===== src/logic/scg_defs.vh =====
// Constants for the sleep clock gating control block.
// Assumes inclusion by bare name from logic/ and dv/ files.
`ifndef SCG_DEFS_VH
`define SCG_DEFS_VH

// Register byte offsets within the system control window
`define SCG_OFF_RUN_GATE 12'h104
`define SCG_OFF_SLEEP_GATE 12'h114
`define SCG_OFF_DEEP_GATE 12'h124
`define SCG_OFF_CLK_CFG 12'h060
`define SCG_OFF_IRQ_STAT 12'h300
`define SCG_OFF_IRQ_MASK 12'h304
`define SCG_OFF_PWR_STAT 12'h308
`define SCG_OFF_FAULT_ADDR 12'h30C

// System control base address of the register window
`define SCG_BASE_ADDR 32'h400FE000
`define SCG_WIN_MASK 32'hFFFFF000

// Address window base of each gated unit, 4 KB each; the map is our own,
// and the three comparators share one window
`define SCG_WIN_ASP0 32'h4000C000
`define SCG_WIN_ASP1 32'h4000D000
`define SCG_WIN_ASP2 32'h4000E000
`define SCG_WIN_SSP0 32'h40008000
`define SCG_WIN_QEN0 32'h4002C000
`define SCG_WIN_TWP0 32'h40020000
`define SCG_WIN_CNT0 32'h40030000
`define SCG_WIN_CNT1 32'h40031000
`define SCG_WIN_CNT2 32'h40032000
`define SCG_WIN_CMP 32'h4003C000

// Writable gating bits; reserved bits read as zero
`define SCG_GATE_MASK 32'h07071117
`define SCG_GATE_RESET 32'h00000000

// Field positions of the gating register
`define SCG_BIT_CMP2 26
`define SCG_BIT_CMP1 25
`define SCG_BIT_CMP0 24
`define SCG_BIT_CNT2 18
`define SCG_BIT_CNT1 17
`define SCG_BIT_CNT0 16
`define SCG_BIT_TWP0 12
`define SCG_BIT_QEN0 8
`define SCG_BIT_SSP0 4
`define SCG_BIT_ASP2 2
`define SCG_BIT_ASP1 1
`define SCG_BIT_ASP0 0

// Automatic gating select bit in the clock configuration register
`define SCG_BIT_AUTO_GATE 27
`define SCG_CLK_CFG_RESET 32'h00000000

// Interrupt status bits
`define SCG_IRQ_FAULT 0
`define SCG_IRQ_MODE 1
`define SCG_IRQ_W 2

// Power states
`define SCG_PWR_RUN 2'h0
`define SCG_PWR_SLEEP 2'h1
`define SCG_PWR_DEEP 2'h2

`endif


===== src/logic/scg_pin_sync.v =====
// Three-stage synchroniser for a bundle of pin inputs.
// Assumes inputs arrive from outside the CLK_I domain.
`default_nettype none

module scg_pin_sync #(
  parameter W = 2
) (
  // Clock and reset
  input wire clk_i,
  input wire rst_i,
  // Asynchronous inputs and their settled copy
  input wire [W-1:0] async_i,
  output reg [W-1:0] level_o
);

  reg [W-1:0] s1_q;
  reg [W-1:0] s2_q;
  reg [W-1:0] s3_q;

  // Stage one feeds only stage two, so no logic sees a metastable value
  always @(posedge clk_i or posedge rst_i) begin
    if (rst_i) begin
      s1_q <= {W{1'b0}};
      s2_q <= {W{1'b0}};
      s3_q <= {W{1'b0}};
    end else begin
      s1_q <= async_i;
      s2_q <= s1_q;
      s3_q <= s2_q;
    end
  end

  // A change counts only once stages two and three agree
  genvar g;
  generate
    for (g = 0; g < W; g = g + 1) begin : g_bit
      always @(posedge clk_i or posedge rst_i) begin
        if (rst_i) begin
          level_o[g] <= 1'b0;
        end else if (s2_q[g] == s3_q[g]) begin
          level_o[g] <= s3_q[g];
        end
      end
    end
  endgenerate

endmodule

`default_nettype wire


===== src/logic/scg_gate_cell.v =====
// Glitch-free clock enable for one peripheral.
// Assumes the consumer uses the enable with a latch-based gate cell.
`default_nettype none

module scg_gate_cell (
  // Clock and reset
  input wire clk_i,
  input wire rst_i,
  // Selected gating bit and the registered enable
  input wire want_i,
  output reg en_o
);

  // Registered so the enable only moves on a clock edge
  always @(posedge clk_i or posedge rst_i) begin
    if (rst_i) begin
      en_o <= 1'b0;
    end else begin
      en_o <= want_i;
    end
  end

endmodule

`default_nettype wire


===== src/logic/scg_top.v =====
// Sleep clock gating control: APB register file, per-peripheral
// clock enables selected by power state, and bus-fault screening.
// Assumes an APB master on CLK_I and power state pins from the
// power controller, which are asynchronous to CLK_I.
// Each enable feeds a latch-based clock gate cell outside this block.
//
// How it works
// - In Sleep, set bit clocks its peripheral; clear bit leaves it off.
// - Access to a peripheral whose clock is off gets a bus fault.
// - Sleep gating register resets to zero, all peripherals unclocked.
// - Run, sleep and deep-sleep registers share layout, picked by state.
// - Sleep and deep registers apply only when auto gating bit is set.
// - Bits 26..24 gate comparators 2..0, read/write, reset zero.
// - Bits 18..16 gate timers 2..0, read/write, reset zero.
// - Bit 12 gates two-wire port 0, bit 8 quadrature encoder 0.
// - Bit 4 gates sync serial port 0, bit 2 async serial port 2.
// - Bits 1 and 0 gate async serial ports 1 and 0.
// - Reserved bits are read-only and read as zero.
// - Sleep gating register sits at offset 0x114, 32 bits wide.
//
// Our own choice: the APB slave port.
`default_nettype none
`include "scg_defs.vh"

module scg_top #(
  parameter NPERIPH = 12
) (
  // Clock and reset
  input wire CLK_I,
  input wire RESET_I,
  // APB slave
  input wire PSEL_I,
  input wire PENABLE_I,
  input wire PWRITE_I,
  input wire [11:0] PADDR_I,
  input wire [31:0] PWDATA_I,
  output reg [31:0] PRDATA_O,
  output reg PREADY_O,
  output reg PSLVERR_O,
  // Power state from the power controller: bit0 sleep, bit1 deep
  input wire [1:0] PWR_STATE_I,
  // Peripheral access screening: address of a system bus request
  input wire SYS_REQ_I,
  input wire [31:0] SYS_ADDR_I,
  output reg SYS_FAULT_O,
  // Clock enables, one per gated peripheral in register bit order
  output wire [NPERIPH-1:0] PERIPH_CLK_EN_O,
  // Interrupt
  output reg IRQ_O
);

  // Gating bit position of each peripheral, enable index order
  function integer bit_of;
    input integer idx;
    begin
      case (idx)
        0: bit_of = `SCG_BIT_ASP0;
        1: bit_of = `SCG_BIT_ASP1;
        2: bit_of = `SCG_BIT_ASP2;
        3: bit_of = `SCG_BIT_SSP0;
        4: bit_of = `SCG_BIT_QEN0;
        5: bit_of = `SCG_BIT_TWP0;
        6: bit_of = `SCG_BIT_CNT0;
        7: bit_of = `SCG_BIT_CNT1;
        8: bit_of = `SCG_BIT_CNT2;
        9: bit_of = `SCG_BIT_CMP0;
        10: bit_of = `SCG_BIT_CMP1;
        default: bit_of = `SCG_BIT_CMP2;
      endcase
    end
  endfunction

  // Peripheral address window base, 4 KB per unit, enable index order
  function [31:0] base_of;
    input integer idx;
    begin
      case (idx)
        0: base_of = `SCG_WIN_ASP0;
        1: base_of = `SCG_WIN_ASP1;
        2: base_of = `SCG_WIN_ASP2;
        3: base_of = `SCG_WIN_SSP0;
        4: base_of = `SCG_WIN_QEN0;
        5: base_of = `SCG_WIN_TWP0;
        6: base_of = `SCG_WIN_CNT0;
        7: base_of = `SCG_WIN_CNT1;
        8: base_of = `SCG_WIN_CNT2;
        9: base_of = `SCG_WIN_CMP;
        10: base_of = `SCG_WIN_CMP;
        default: base_of = `SCG_WIN_CMP;
      endcase
    end
  endfunction

  // Power state encodings
  localparam [1:0] ST_RUN = `SCG_PWR_RUN;
  localparam [1:0] ST_SLEEP = `SCG_PWR_SLEEP;
  localparam [1:0] ST_DEEP = `SCG_PWR_DEEP;

  // Software-visible registers
  reg [31:0] run_gate_q;
  reg [31:0] sleep_gate_q;
  reg [31:0] deep_gate_q;
  reg [31:0] clk_cfg_q;
  reg [`SCG_IRQ_W-1:0] irq_stat_q;
  reg [`SCG_IRQ_W-1:0] irq_mask_q;
  reg [31:0] fault_addr_q;

  // Power state tracking
  reg [1:0] pwr_q;
  reg [1:0] pwr_prev_q;
  wire [1:0] pwr_sync;
  wire mode_change;

  // Gating selection and access screening
  reg [31:0] gate_sel;
  wire auto_gate;
  wire [NPERIPH-1:0] unit_hit;
  wire fault_hit;

  // Register bus decode
  reg [31:0] rdata_d;
  reg rd_hit;
  wire apb_setup;
  wire apb_access;
  wire apb_wr;
  wire apb_rd;
  wire wr_run;
  wire wr_sleep;
  wire wr_deep;
  wire wr_cfg;
  wire wr_mask;
  wire rd_stat;

  // Power state pins cross into CLK_I before anything reads them
  scg_pin_sync #(
    .W(2)
  ) u_pwr_sync (
    .clk_i(CLK_I),
    .rst_i(RESET_I),
    .async_i(PWR_STATE_I),
    .level_o(pwr_sync)
  );

  // Deep-sleep wins if both state pins are high.
  // The pins are only read through the synchroniser, so a slow edge
  // on them costs a few cycles of latency but never a split decision.
  always @(posedge CLK_I or posedge RESET_I) begin
    if (RESET_I) begin
      pwr_q <= ST_RUN;
      pwr_prev_q <= ST_RUN;
    end else begin
      pwr_prev_q <= pwr_q;
      if (pwr_sync[1]) begin
        pwr_q <= ST_DEEP;
      end else if (pwr_sync[0]) begin
        pwr_q <= ST_SLEEP;
      end else begin
        pwr_q <= ST_RUN;
      end
    end
  end

  assign mode_change = (pwr_q != pwr_prev_q);
  assign auto_gate = clk_cfg_q[`SCG_BIT_AUTO_GATE];

  // APB: zero-wait slave, write takes effect in the access cycle
  assign apb_setup = PSEL_I & ~PENABLE_I;
  assign apb_access = PSEL_I & PENABLE_I;
  assign apb_wr = apb_access & PWRITE_I;
  assign apb_rd = apb_access & ~PWRITE_I;

  // One write strobe per writable register; unmapped writes are dropped
  assign wr_run = apb_wr & (PADDR_I == `SCG_OFF_RUN_GATE);
  assign wr_sleep = apb_wr & (PADDR_I == `SCG_OFF_SLEEP_GATE);
  assign wr_deep = apb_wr & (PADDR_I == `SCG_OFF_DEEP_GATE);
  assign wr_cfg = apb_wr & (PADDR_I == `SCG_OFF_CLK_CFG);
  assign wr_mask = apb_wr & (PADDR_I == `SCG_OFF_IRQ_MASK);

  // Status clears only in the access cycle of a read of its own offset
  assign rd_stat = apb_rd & PREADY_O & (PADDR_I == `SCG_OFF_IRQ_STAT);

  // Pick the gating register that rules in the present power state.
  // Without auto gating the run register stays in charge while asleep.
  // Deep-sleep takes the same route through its own register.
  always @* begin
    case (pwr_q)
      ST_RUN: gate_sel = run_gate_q;
      ST_SLEEP: gate_sel = auto_gate ? sleep_gate_q : run_gate_q;
      ST_DEEP: gate_sel = auto_gate ? deep_gate_q : run_gate_q;
      default: gate_sel = run_gate_q;
    endcase
  end

  // One registered enable per peripheral, mapped to its gating bit.
  // The enable moves one cycle after the selection, so a write and a
  // power state change landing together still give one clean step.
  genvar g;
  generate
    for (g = 0; g < NPERIPH; g = g + 1) begin : g_gate
      scg_gate_cell u_cell (
        .clk_i(CLK_I),
        .rst_i(RESET_I),
        .want_i(gate_sel[bit_of(g)]),
        .en_o(PERIPH_CLK_EN_O[g])
      );
    end
  endgenerate

  // Screen system bus requests against the units now unclocked; the
  // three comparators share one window, so any of them off faults it
  generate
    for (g = 0; g < NPERIPH; g = g + 1) begin : g_screen
      assign unit_hit[g] = SYS_REQ_I
        && ((SYS_ADDR_I & `SCG_WIN_MASK) == base_of(g))
        && !gate_sel[bit_of(g)];
    end
  endgenerate
  assign fault_hit = |unit_hit;

  // Fault pulse registered so every output comes from a flip-flop
  always @(posedge CLK_I or posedge RESET_I) begin
    if (RESET_I) begin
      SYS_FAULT_O <= 1'b0;
    end else begin
      SYS_FAULT_O <= fault_hit;
    end
  end

  // Last faulting address kept for software; a later fault overwrites it
  always @(posedge CLK_I or posedge RESET_I) begin
    if (RESET_I) begin
      fault_addr_q <= 32'h00000000;
    end else if (fault_hit) begin
      fault_addr_q <= SYS_ADDR_I;
    end
  end

  // Run gating register; in charge whenever auto gating is off
  always @(posedge CLK_I or posedge RESET_I) begin
    if (RESET_I) begin
      run_gate_q <= `SCG_GATE_RESET;
    end else if (wr_run) begin
      run_gate_q <= PWDATA_I & `SCG_GATE_MASK;
    end
  end

  // Sleep gating register; power state changes never touch it, only
  // software writes, so it survives every trip into and out of Sleep
  always @(posedge CLK_I or posedge RESET_I) begin
    if (RESET_I) begin
      sleep_gate_q <= `SCG_GATE_RESET;
    end else if (wr_sleep) begin
      sleep_gate_q <= PWDATA_I & `SCG_GATE_MASK;
    end
  end

  // Deep-sleep gating register, same layout as the other two
  always @(posedge CLK_I or posedge RESET_I) begin
    if (RESET_I) begin
      deep_gate_q <= `SCG_GATE_RESET;
    end else if (wr_deep) begin
      deep_gate_q <= PWDATA_I & `SCG_GATE_MASK;
    end
  end

  // Clock configuration; only the auto gating bit is used here
  always @(posedge CLK_I or posedge RESET_I) begin
    if (RESET_I) begin
      clk_cfg_q <= `SCG_CLK_CFG_RESET;
    end else if (wr_cfg) begin
      clk_cfg_q <= PWDATA_I;
    end
  end

  // Interrupt mask, same layout as the status register
  always @(posedge CLK_I or posedge RESET_I) begin
    if (RESET_I) begin
      irq_mask_q <= {`SCG_IRQ_W{1'b0}};
    end else if (wr_mask) begin
      irq_mask_q <= PWDATA_I[`SCG_IRQ_W-1:0];
    end
  end

  // Read mux; unmapped offsets answer zero with an error.
  // Reads have no side effect here; the status clear is decoded apart.
  always @* begin
    rdata_d = 32'h00000000;
    rd_hit = 1'b1;
    case (PADDR_I)
      `SCG_OFF_RUN_GATE: rdata_d = run_gate_q;
      `SCG_OFF_SLEEP_GATE: rdata_d = sleep_gate_q;
      `SCG_OFF_DEEP_GATE: rdata_d = deep_gate_q;
      `SCG_OFF_CLK_CFG: rdata_d = clk_cfg_q;
      `SCG_OFF_IRQ_STAT: rdata_d = {{(32-`SCG_IRQ_W){1'b0}}, irq_stat_q};
      `SCG_OFF_IRQ_MASK: rdata_d = {{(32-`SCG_IRQ_W){1'b0}}, irq_mask_q};
      `SCG_OFF_PWR_STAT: rdata_d = {30'h0, pwr_q};
      `SCG_OFF_FAULT_ADDR: rdata_d = fault_addr_q;
      default: rd_hit = 1'b0;
    endcase
  end

  // Answer registered in the setup cycle so PREADY rises in access.
  // Read data thus stands through the whole access phase; the price is
  // that every transfer takes its full two cycles.
  always @(posedge CLK_I or posedge RESET_I) begin
    if (RESET_I) begin
      PRDATA_O <= 32'h00000000;
      PREADY_O <= 1'b0;
      PSLVERR_O <= 1'b0;
    end else begin
      PREADY_O <= apb_setup;
      PSLVERR_O <= apb_setup & ~rd_hit;
      if (apb_setup & ~PWRITE_I) begin
        PRDATA_O <= rdata_d;
      end
    end
  end

  // Sticky events; a set in the clearing read's cycle wins,
  // but an event set in the read's setup cycle misses the read data and is then cleared
  always @(posedge CLK_I or posedge RESET_I) begin
    if (RESET_I) begin
      irq_stat_q <= {`SCG_IRQ_W{1'b0}};
    end else begin
      if (rd_stat) begin
        irq_stat_q <= {`SCG_IRQ_W{1'b0}};
      end
      if (fault_hit) begin
        irq_stat_q[`SCG_IRQ_FAULT] <= 1'b1;
      end
      if (mode_change) begin
        irq_stat_q[`SCG_IRQ_MODE] <= 1'b1;
      end
    end
  end

  // Level interrupt while any unmasked status bit is set.
  // It trails the status by one cycle, harmless for a level request.
  always @(posedge CLK_I or posedge RESET_I) begin
    if (RESET_I) begin
      IRQ_O <= 1'b0;
    end else begin
      IRQ_O <= |(irq_stat_q & irq_mask_q);
    end
  end

endmodule

`default_nettype wire


===== config.mk =====
export PLATFORM = sky130hd
export DESIGN_NAME = scg_top
export DESIGN_NICKNAME = d
export VERILOG_FILES = /design/src/logic/scg_pin_sync.v /design/src/logic/scg_gate_cell.v /design/src/logic/scg_top.v
export VERILOG_INCLUDE_DIRS = /design/src /design/src/logic
export SDC_FILE = /design/constraint.sdc
export NUM_CORES = 1
export LEC_CHECK = 0
export BUFFER_PORTS_ARGS = -buffer_cell sky130_fd_sc_hd__buf_2
export CAP_MARGIN = 20
export CORE_MARGIN = 4
export CORE_UTILIZATION = 55
export DETAILED_ROUTE_END_ITERATION = 8
export HOLD_SLACK_MARGIN = 0.02
export PLACE_DENSITY = 0.84
export SLEW_MARGIN = 25
export SYNTH_ARGS = -nofsm -noshare
export SYNTH_HDL_FRONTEND = slang
export SYNTH_SLANG_ARGS = --single-unit

===== constraint.sdc =====
create_clock -name CLK_I -period 6 [get_ports CLK_I]
set_clock_uncertainty 0.1 [all_clocks]
set_input_delay 0.9 -clock CLK_I [delete_from_list [all_inputs] [get_ports CLK_I]]
set_output_delay 0.9 -clock CLK_I [all_outputs]
set_load 0.02 [all_outputs]

# After elaboration in Yosys (flattened, before gate mapping)
# Cells that the tools add are included.
[word_totals]
regBits = 164
inputBits = 84
out_inout_bits = 48
elab_cells = 121
[op_classes]
n_eq_ne = 23
muxes = 10
bitwise_logic = 17
reduce_logical = 39
[op_table]
columns = ["operator", "count"]
rows = [
  ["32-bit one-hot mux with 8 select lines", 1],
  ["20-bit by 19-bit equality test with 1-bit output, second input constant", 10],
  ["27-bit 2-to-1 mux", 2],
  ["27-bit one-hot mux with 2 select lines", 1],
  ["12-bit by 10-bit equality test with 1-bit output, second input constant", 4],
  ["12-bit by 9-bit equality test with 1-bit output, second input constant", 3],
  ["1-bit logical AND", 22],
  ["1-bit bitwise AND", 13],
  ["12-bit by 7-bit equality test with 1-bit output, second input constant", 1],
  ["1-bit zero test", 12],
  ["12-bit OR reduction", 1],
  ["8-bit OR reduction", 1],
  ["1-bit 2-to-1 mux", 4],
  ["2-bit 2-to-1 mux", 2],
  ["2-bit nonzero test", 2],
  ["1-bit NOT", 3],
  ["2-bit bitwise AND", 1],
  ["1-bit equality test", 2],
  ["2-bit by 1-bit equality test with 1-bit output, second input constant", 1],
  ["2-bit equality test, second input constant", 1],
  ["2-bit != test", 1],
  ["2-bit OR reduction", 1],
]

# Logic depth before layout (Yosys ltp)
[depth]
ltp_word = 6
depth_mapped = 11

# Modules after synthesis
# A second synthesis with hierarchy kept.
[hier_totals]
hier_cells = 577
area_unflattened_um2 = 7145.6
[by_module_without_submodules]
columns = ["mod", "n_inst", "cells_each", "area_each_um2"]
rows = [
  ["scg_top", 1, 542, 6573.8],
  ["scg_gate_cell", 12, 2, 28.8],
  ["scg_pin_sync", 1, 11, 226.5],
]

# Least setup slack after synthesis
# OpenSTA, ideal clock, no wires.
[synth_path]
path_type = "in2reg"
startpoint = "input SYS_ADDR_I[18]"
endpoint = "register fault_addr_q[0]"
setup_time_ps = 125
arrival_ps = 2607
t_required_ps = 5775
path_slack_ps = 3168
cell_stages = 7
n_path_buf = 1
path_cell_list = "or4_1 -> nor4_2 -> nand2_1 -> a41oi_2 -> a41oi_2 -> buf_6 -> mux2_4"
[synth_via]
elab_chain_len = 4
[synth_lines]
columns = ["element", "line_no", "rtl"]
rows = [
  ["start, declared", "scg_top.v:44", "input wire [31:0] SYS_ADDR_I,"],
  ["20-bit by 19-bit equality test with 1-bit output", "scg_top.v:214", "&& ((SYS_ADDR_I & `SCG_WIN_MASK) == base_of(g))"],
  ["1-bit logical AND (2 in series)", "scg_top.v:213", "assign unit_hit[g] = SYS_REQ_I"],
  ["12-bit OR reduction (*)", "scg_top.v:218", "assign fault_hit = |unit_hit;"],
  ["end signal, assigned", "scg_top.v:232", "fault_addr_q <= 32'h00000000;"],
  ["end signal, assigned", "scg_top.v:234", "fault_addr_q <= SYS_ADDR_I;"],
  ["end, declared", "scg_top.v:106", "reg [31:0] fault_addr_q;"],
]
# Mark *: on every way between the ends. The rest lies on a longest branch, timed or not.
# A chain may end at the register's enable or synchronous reset.

# Worst setup path after layout
[layout_path]
startpoint = "register pwr_q[1]"
endpoint = "register fault_addr_q[11]"
[layout_via]
elab_chain_len = 5
[layout_lines]
columns = ["element", "line_no", "rtl"]
rows = [
  ["start, declared", "scg_top.v:109", "reg [1:0] pwr_q;"],
  ["start signal, assigned", "scg_top.v:149", "pwr_q <= ST_RUN;"],
  ["start signal, assigned", "scg_top.v:154", "pwr_q <= ST_DEEP;"],
  ["start signal, assigned", "scg_top.v:156", "pwr_q <= ST_SLEEP;"],
  ["2-bit equality test or 2-bit by 1-bit equality test with 1-bit output (tied branches)", "scg_top.v:186", "case (pwr_q)"],
  ["27-bit one-hot mux with 2 select lines (*)", "scg_top.v:186", ""],
  ["via g_gate[4].u_cell.want_i", "scg_gate_cell.v:10", "input wire want_i,"],
  ["1-bit zero test (*)", "scg_top.v:215", "&& !gate_sel[bit_of(g)];"],
  ["1-bit logical AND (*)", "scg_top.v:213", ""],
  ["12-bit OR reduction (*)", "scg_top.v:218", ""],
]
# The timed path passes the listed nets; every way through them passes the cells marked *.

==> flow_metrics.py <==
metrics = {
    "timing": {
        "finalCritPeriodShare": 0.624,
        "slew_headroom": 0.393,
        "timing.hold.ws_ns": 0.252,
        "slew_violations": 0,
        "worst_pin_slew_ns": 0.910,
        "setup_tns_ns": 0,
        "setup_viol": 0,
        "min_period_ns": 3.74,
        "rsz0062_at_grt": "false",
        "fmax_mhz": 267,
        "hold_viol": 0,
    },
    "setup_path": {
        "start_kind": "flip-flop",
        "reg2regPathDepth": 9,
        "worstPathRequired_ns": 6.21,
        "path_buf_inv": 2,
        "crit_family": "compound AO/OA/AOI/OAI gates",
        "crit_path_cell_trace": "inv_1, ha_1, o21ba_1, or2_1, o2bb2ai_1, o221ai_1, a41oi_4, buf_4, mux2_2",
        "reg2reg_from": "pwr_q[1]$_DFF_PP0_",
        "cp_slowest_cell": "ha_1",
        "cp_slowest_stage_delay_ns": 0.56,
        "critPathKind": "reg2reg",
        "rrSetupSlack_ns": 2.26,
        "r2r_end": "fault_addr_q[11]$_DFFE_PP0P_",
        "end_kind": "flip-flop",
        "worstPathArrival_ns": 3.96,
        "crit_fanout": 27,
    },
    "die": {
        "die_h_um": 122,
        "initial_utilization": 0.564,
        "pin_count": 132,
        "die-width_um": 122,
        "die_area_um2": 14800,
        "core_region_area_um2": 12600,
        "num_rows": 41,
    },
    "route": {
        "remaining_drc_errors": 0,
        "drt.antenna.violating_nets": 0,
        "wl_per_cell_um": 20.1,
        "first_pass_iters": 9,
        "via_count": 5157,
        "drt-vias-per-instance": 5.96,
        "wl_um": 17400,
        "drt_iter0_drc": 440,
    },
    "place": {
        "place_hpwl_um": 11300,
        "place_congestion": 0.862,
        "port_buffers": 131,
    },
    "clock_tree": {
        "htreeDepth": 4,
        "cts-root-buf": "clkbuf_16",
        "cts.clk_slew.worst_paths_ns": 0.06,
        "cts_buffers": 17,
        "cts_hold_buf": 0,
        "post_cts_buffers": 0,
        "clk_path_buf_depth": 2,
        "cts_resized": 0,
        "clock-sinks": 164,
        "clkLatencyLatePin_ns": 0.43,
        "cts_tree": "done",
    },
    "yosys": {
        "synth_cell_types": 56,
        "synth_edf_count": 0,
        "ys_ff_latch": 164,
        "synthArstFlopShare": 1.00,
        "synth-seq-area-share": 0.577,
        "synth.net_count": 651,
        "ys_top_cells_by_count": "dfrtp_1 (164), mux2_2 (70), nor2_1 (37)",
        "synth_cells": 565,
        "ys.flop_type": "dfrtp_1",
        "synth_area_um2": 7110,
        "ys_warn_count": 0,
        "synth_top_area_share": 0.577,
        "synth.most_common_cell": "dfrtp_1",
        "synthTopCellsByArea": "dfrtp_1 (58%), mux2_2 (11%), a22oi_1 (3.3%)",
        "yosys.area.top_type": "dfrtp_1",
        "avgSynthCellArea_um2": 12.6,
    },
    "pwr": {
        "ir_drop_mv": 0.224,
        "power.leakage_nw": 4.16,
        "total_power_mw": 2.59,
        "power.density_nw_per_um2": 305,
    },
    "worst_hold_path": {
        "min_from": "u_pwr_sync.s1_q[0]$_DFF_PP0_",
        "hp-class": "reg2reg",
        "min_to": "u_pwr_sync.s2_q[0]$_DFF_PP0_",
        "whs_path_depth": 0,
    },
    "global_route": {
        "antenna_found_initial": 0,
        "grt_pass1_wl_um": 28400,
        "grt_use_total": 0.248,
        "grt_start_max_net_pins": 102,
        "overflow": 0,
        "grt_pass1_vias": 5521,
    },
    "finish": {
        "area_delta_synth_final_pct": 19.5,
        "antennaDiodeCount": 0,
        "fin_util": 0.673,
        "nets": 766,
        "final_layout_size_suffix_gt1_frac": 0.382,
    },
    "run": {
        "drv_cap": 0,
    },
    "status": {
        "status": "completed",
    },
}
[report_power, final]
part           switching (mW)  internal, mW
Sequential             0.0228          1.15
Combinational           0.149        0.0771
Clock                   0.431         0.764
Total                   0.603          1.99
[flip-flops by register name, indices dropped and copies added, names as in the netlist, 2 cells and up]
signal,flops
fault_addr_q,32
sleep_gate_q,12
PRDATA_O,32
irq_mask_q,2
pwr_prev_q,2
u_pwr_sync.s2_q,2
u_pwr_sync.s1_q,2
u_pwr_sync.level_o,2
clk_cfg_q,32
run_gate_q,12
irq_stat_q,2
u_pwr_sync.s3_q,2
pwr_q,2
deep_gate_q,12
g_gate.u_cell.en_o,12
[worst register-to-register path: cells and delay by family, from the launching register on]
family                     cells  cell delay [ns]
and+or+nand+nor                1             0.38
buffers and inverters          2             0.56
muxes                          1             0.40
AOI/OAI and AO/OA              4             1.22
adders and majority gates      1             0.56
DFF                            1             0.42
[routing by layer]
metal,up-vias,track usage,share of wire
met5,-,0,0
met4,0,0.0868,0.020
met3,36,0.0664,0.079
met2,236,0.410,0.50
met1,2587,0.318,0.40
li1,2298,-,-
[how the worst max path moves through the flow]
stage                       startpoint                           end  slack (ns)  cells after the start
finish              pwr_q[1]$_DFF_PP0_  fault_addr_q[11]$_DFFE_PP0P_        2.26                      9
global route        pwr_q[1]$_DFF_PP0_  fault_addr_q[11]$_DFFE_PP0P_        2.11                      9
CTS                 pwr_q[1]$_DFF_PP0_  fault_addr_q[11]$_DFFE_PP0P_        2.30                      9
detailed placement          PADDR_I[1]    deep_gate_q[2]$_DFFE_PP0P_        2.09                      5
global placement            PADDR_I[1]   deep_gate_q[12]$_DFFE_PP0P_        2.33                      5
floorplan                      RESET_I               IRQ_O$_DFF_PP0_        0.57                      1
[layout by cell type, fill, tap and decap left out, drive strengths merged, types with 5 or more instances in the layout]
cell type	netlist	routed
buf	30	139
a22oi	31	31
nor4	7	7
nand3	8	8
inv	7	9
a221o	6	6
dfrtp	164	164
nor2b	5	5
nand2b	10	10
o21ai	6	6
a221oi	6	6
or4	6	6
nand2	22	22
a21oi	30	30
mux2	86	86
nand4	5	5
clkbuf	13	21
nor3	5	5
and2	20	20
bufinv	0	5
a22o	6	6
nor2	37	37
[per-stage QoR]
step | setup slack (ns) | cell area [µm²] | cells
final | 2.26 | 8500 | 865
after global routing | 2.11 | 8500 | 865
after CTS | 2.30 | 8490 | 865
after detailed placement | 2.09 | 7840 | 833
after global placement | 2.33 | 7840 | 833
after floorplan | 0.567 | 7110 | 565
[area by class of cell]
cell class,instances,area [µm²]
clock buffers,21,460
clock inverters,11,198
fillers,901,4120
inverters,7,31.3
multi-input cells,351,2770
flip-flops and latches,164,4100
well taps,172,215
repair buffers,139,716
[cells by family after synthesis]
family	share of synthesized area
multiplexers	0.151
buffers and inverters	0.0377
AND/OR/NAND/NOR	0.106
XOR/XNOR	0.00246
flip-flops	0.577
adder cells (fa/ha/maj)	0.00633
AO/OA/AOI/OAI	0.120
No activity file was read; power rests on OpenSTA's default activity.
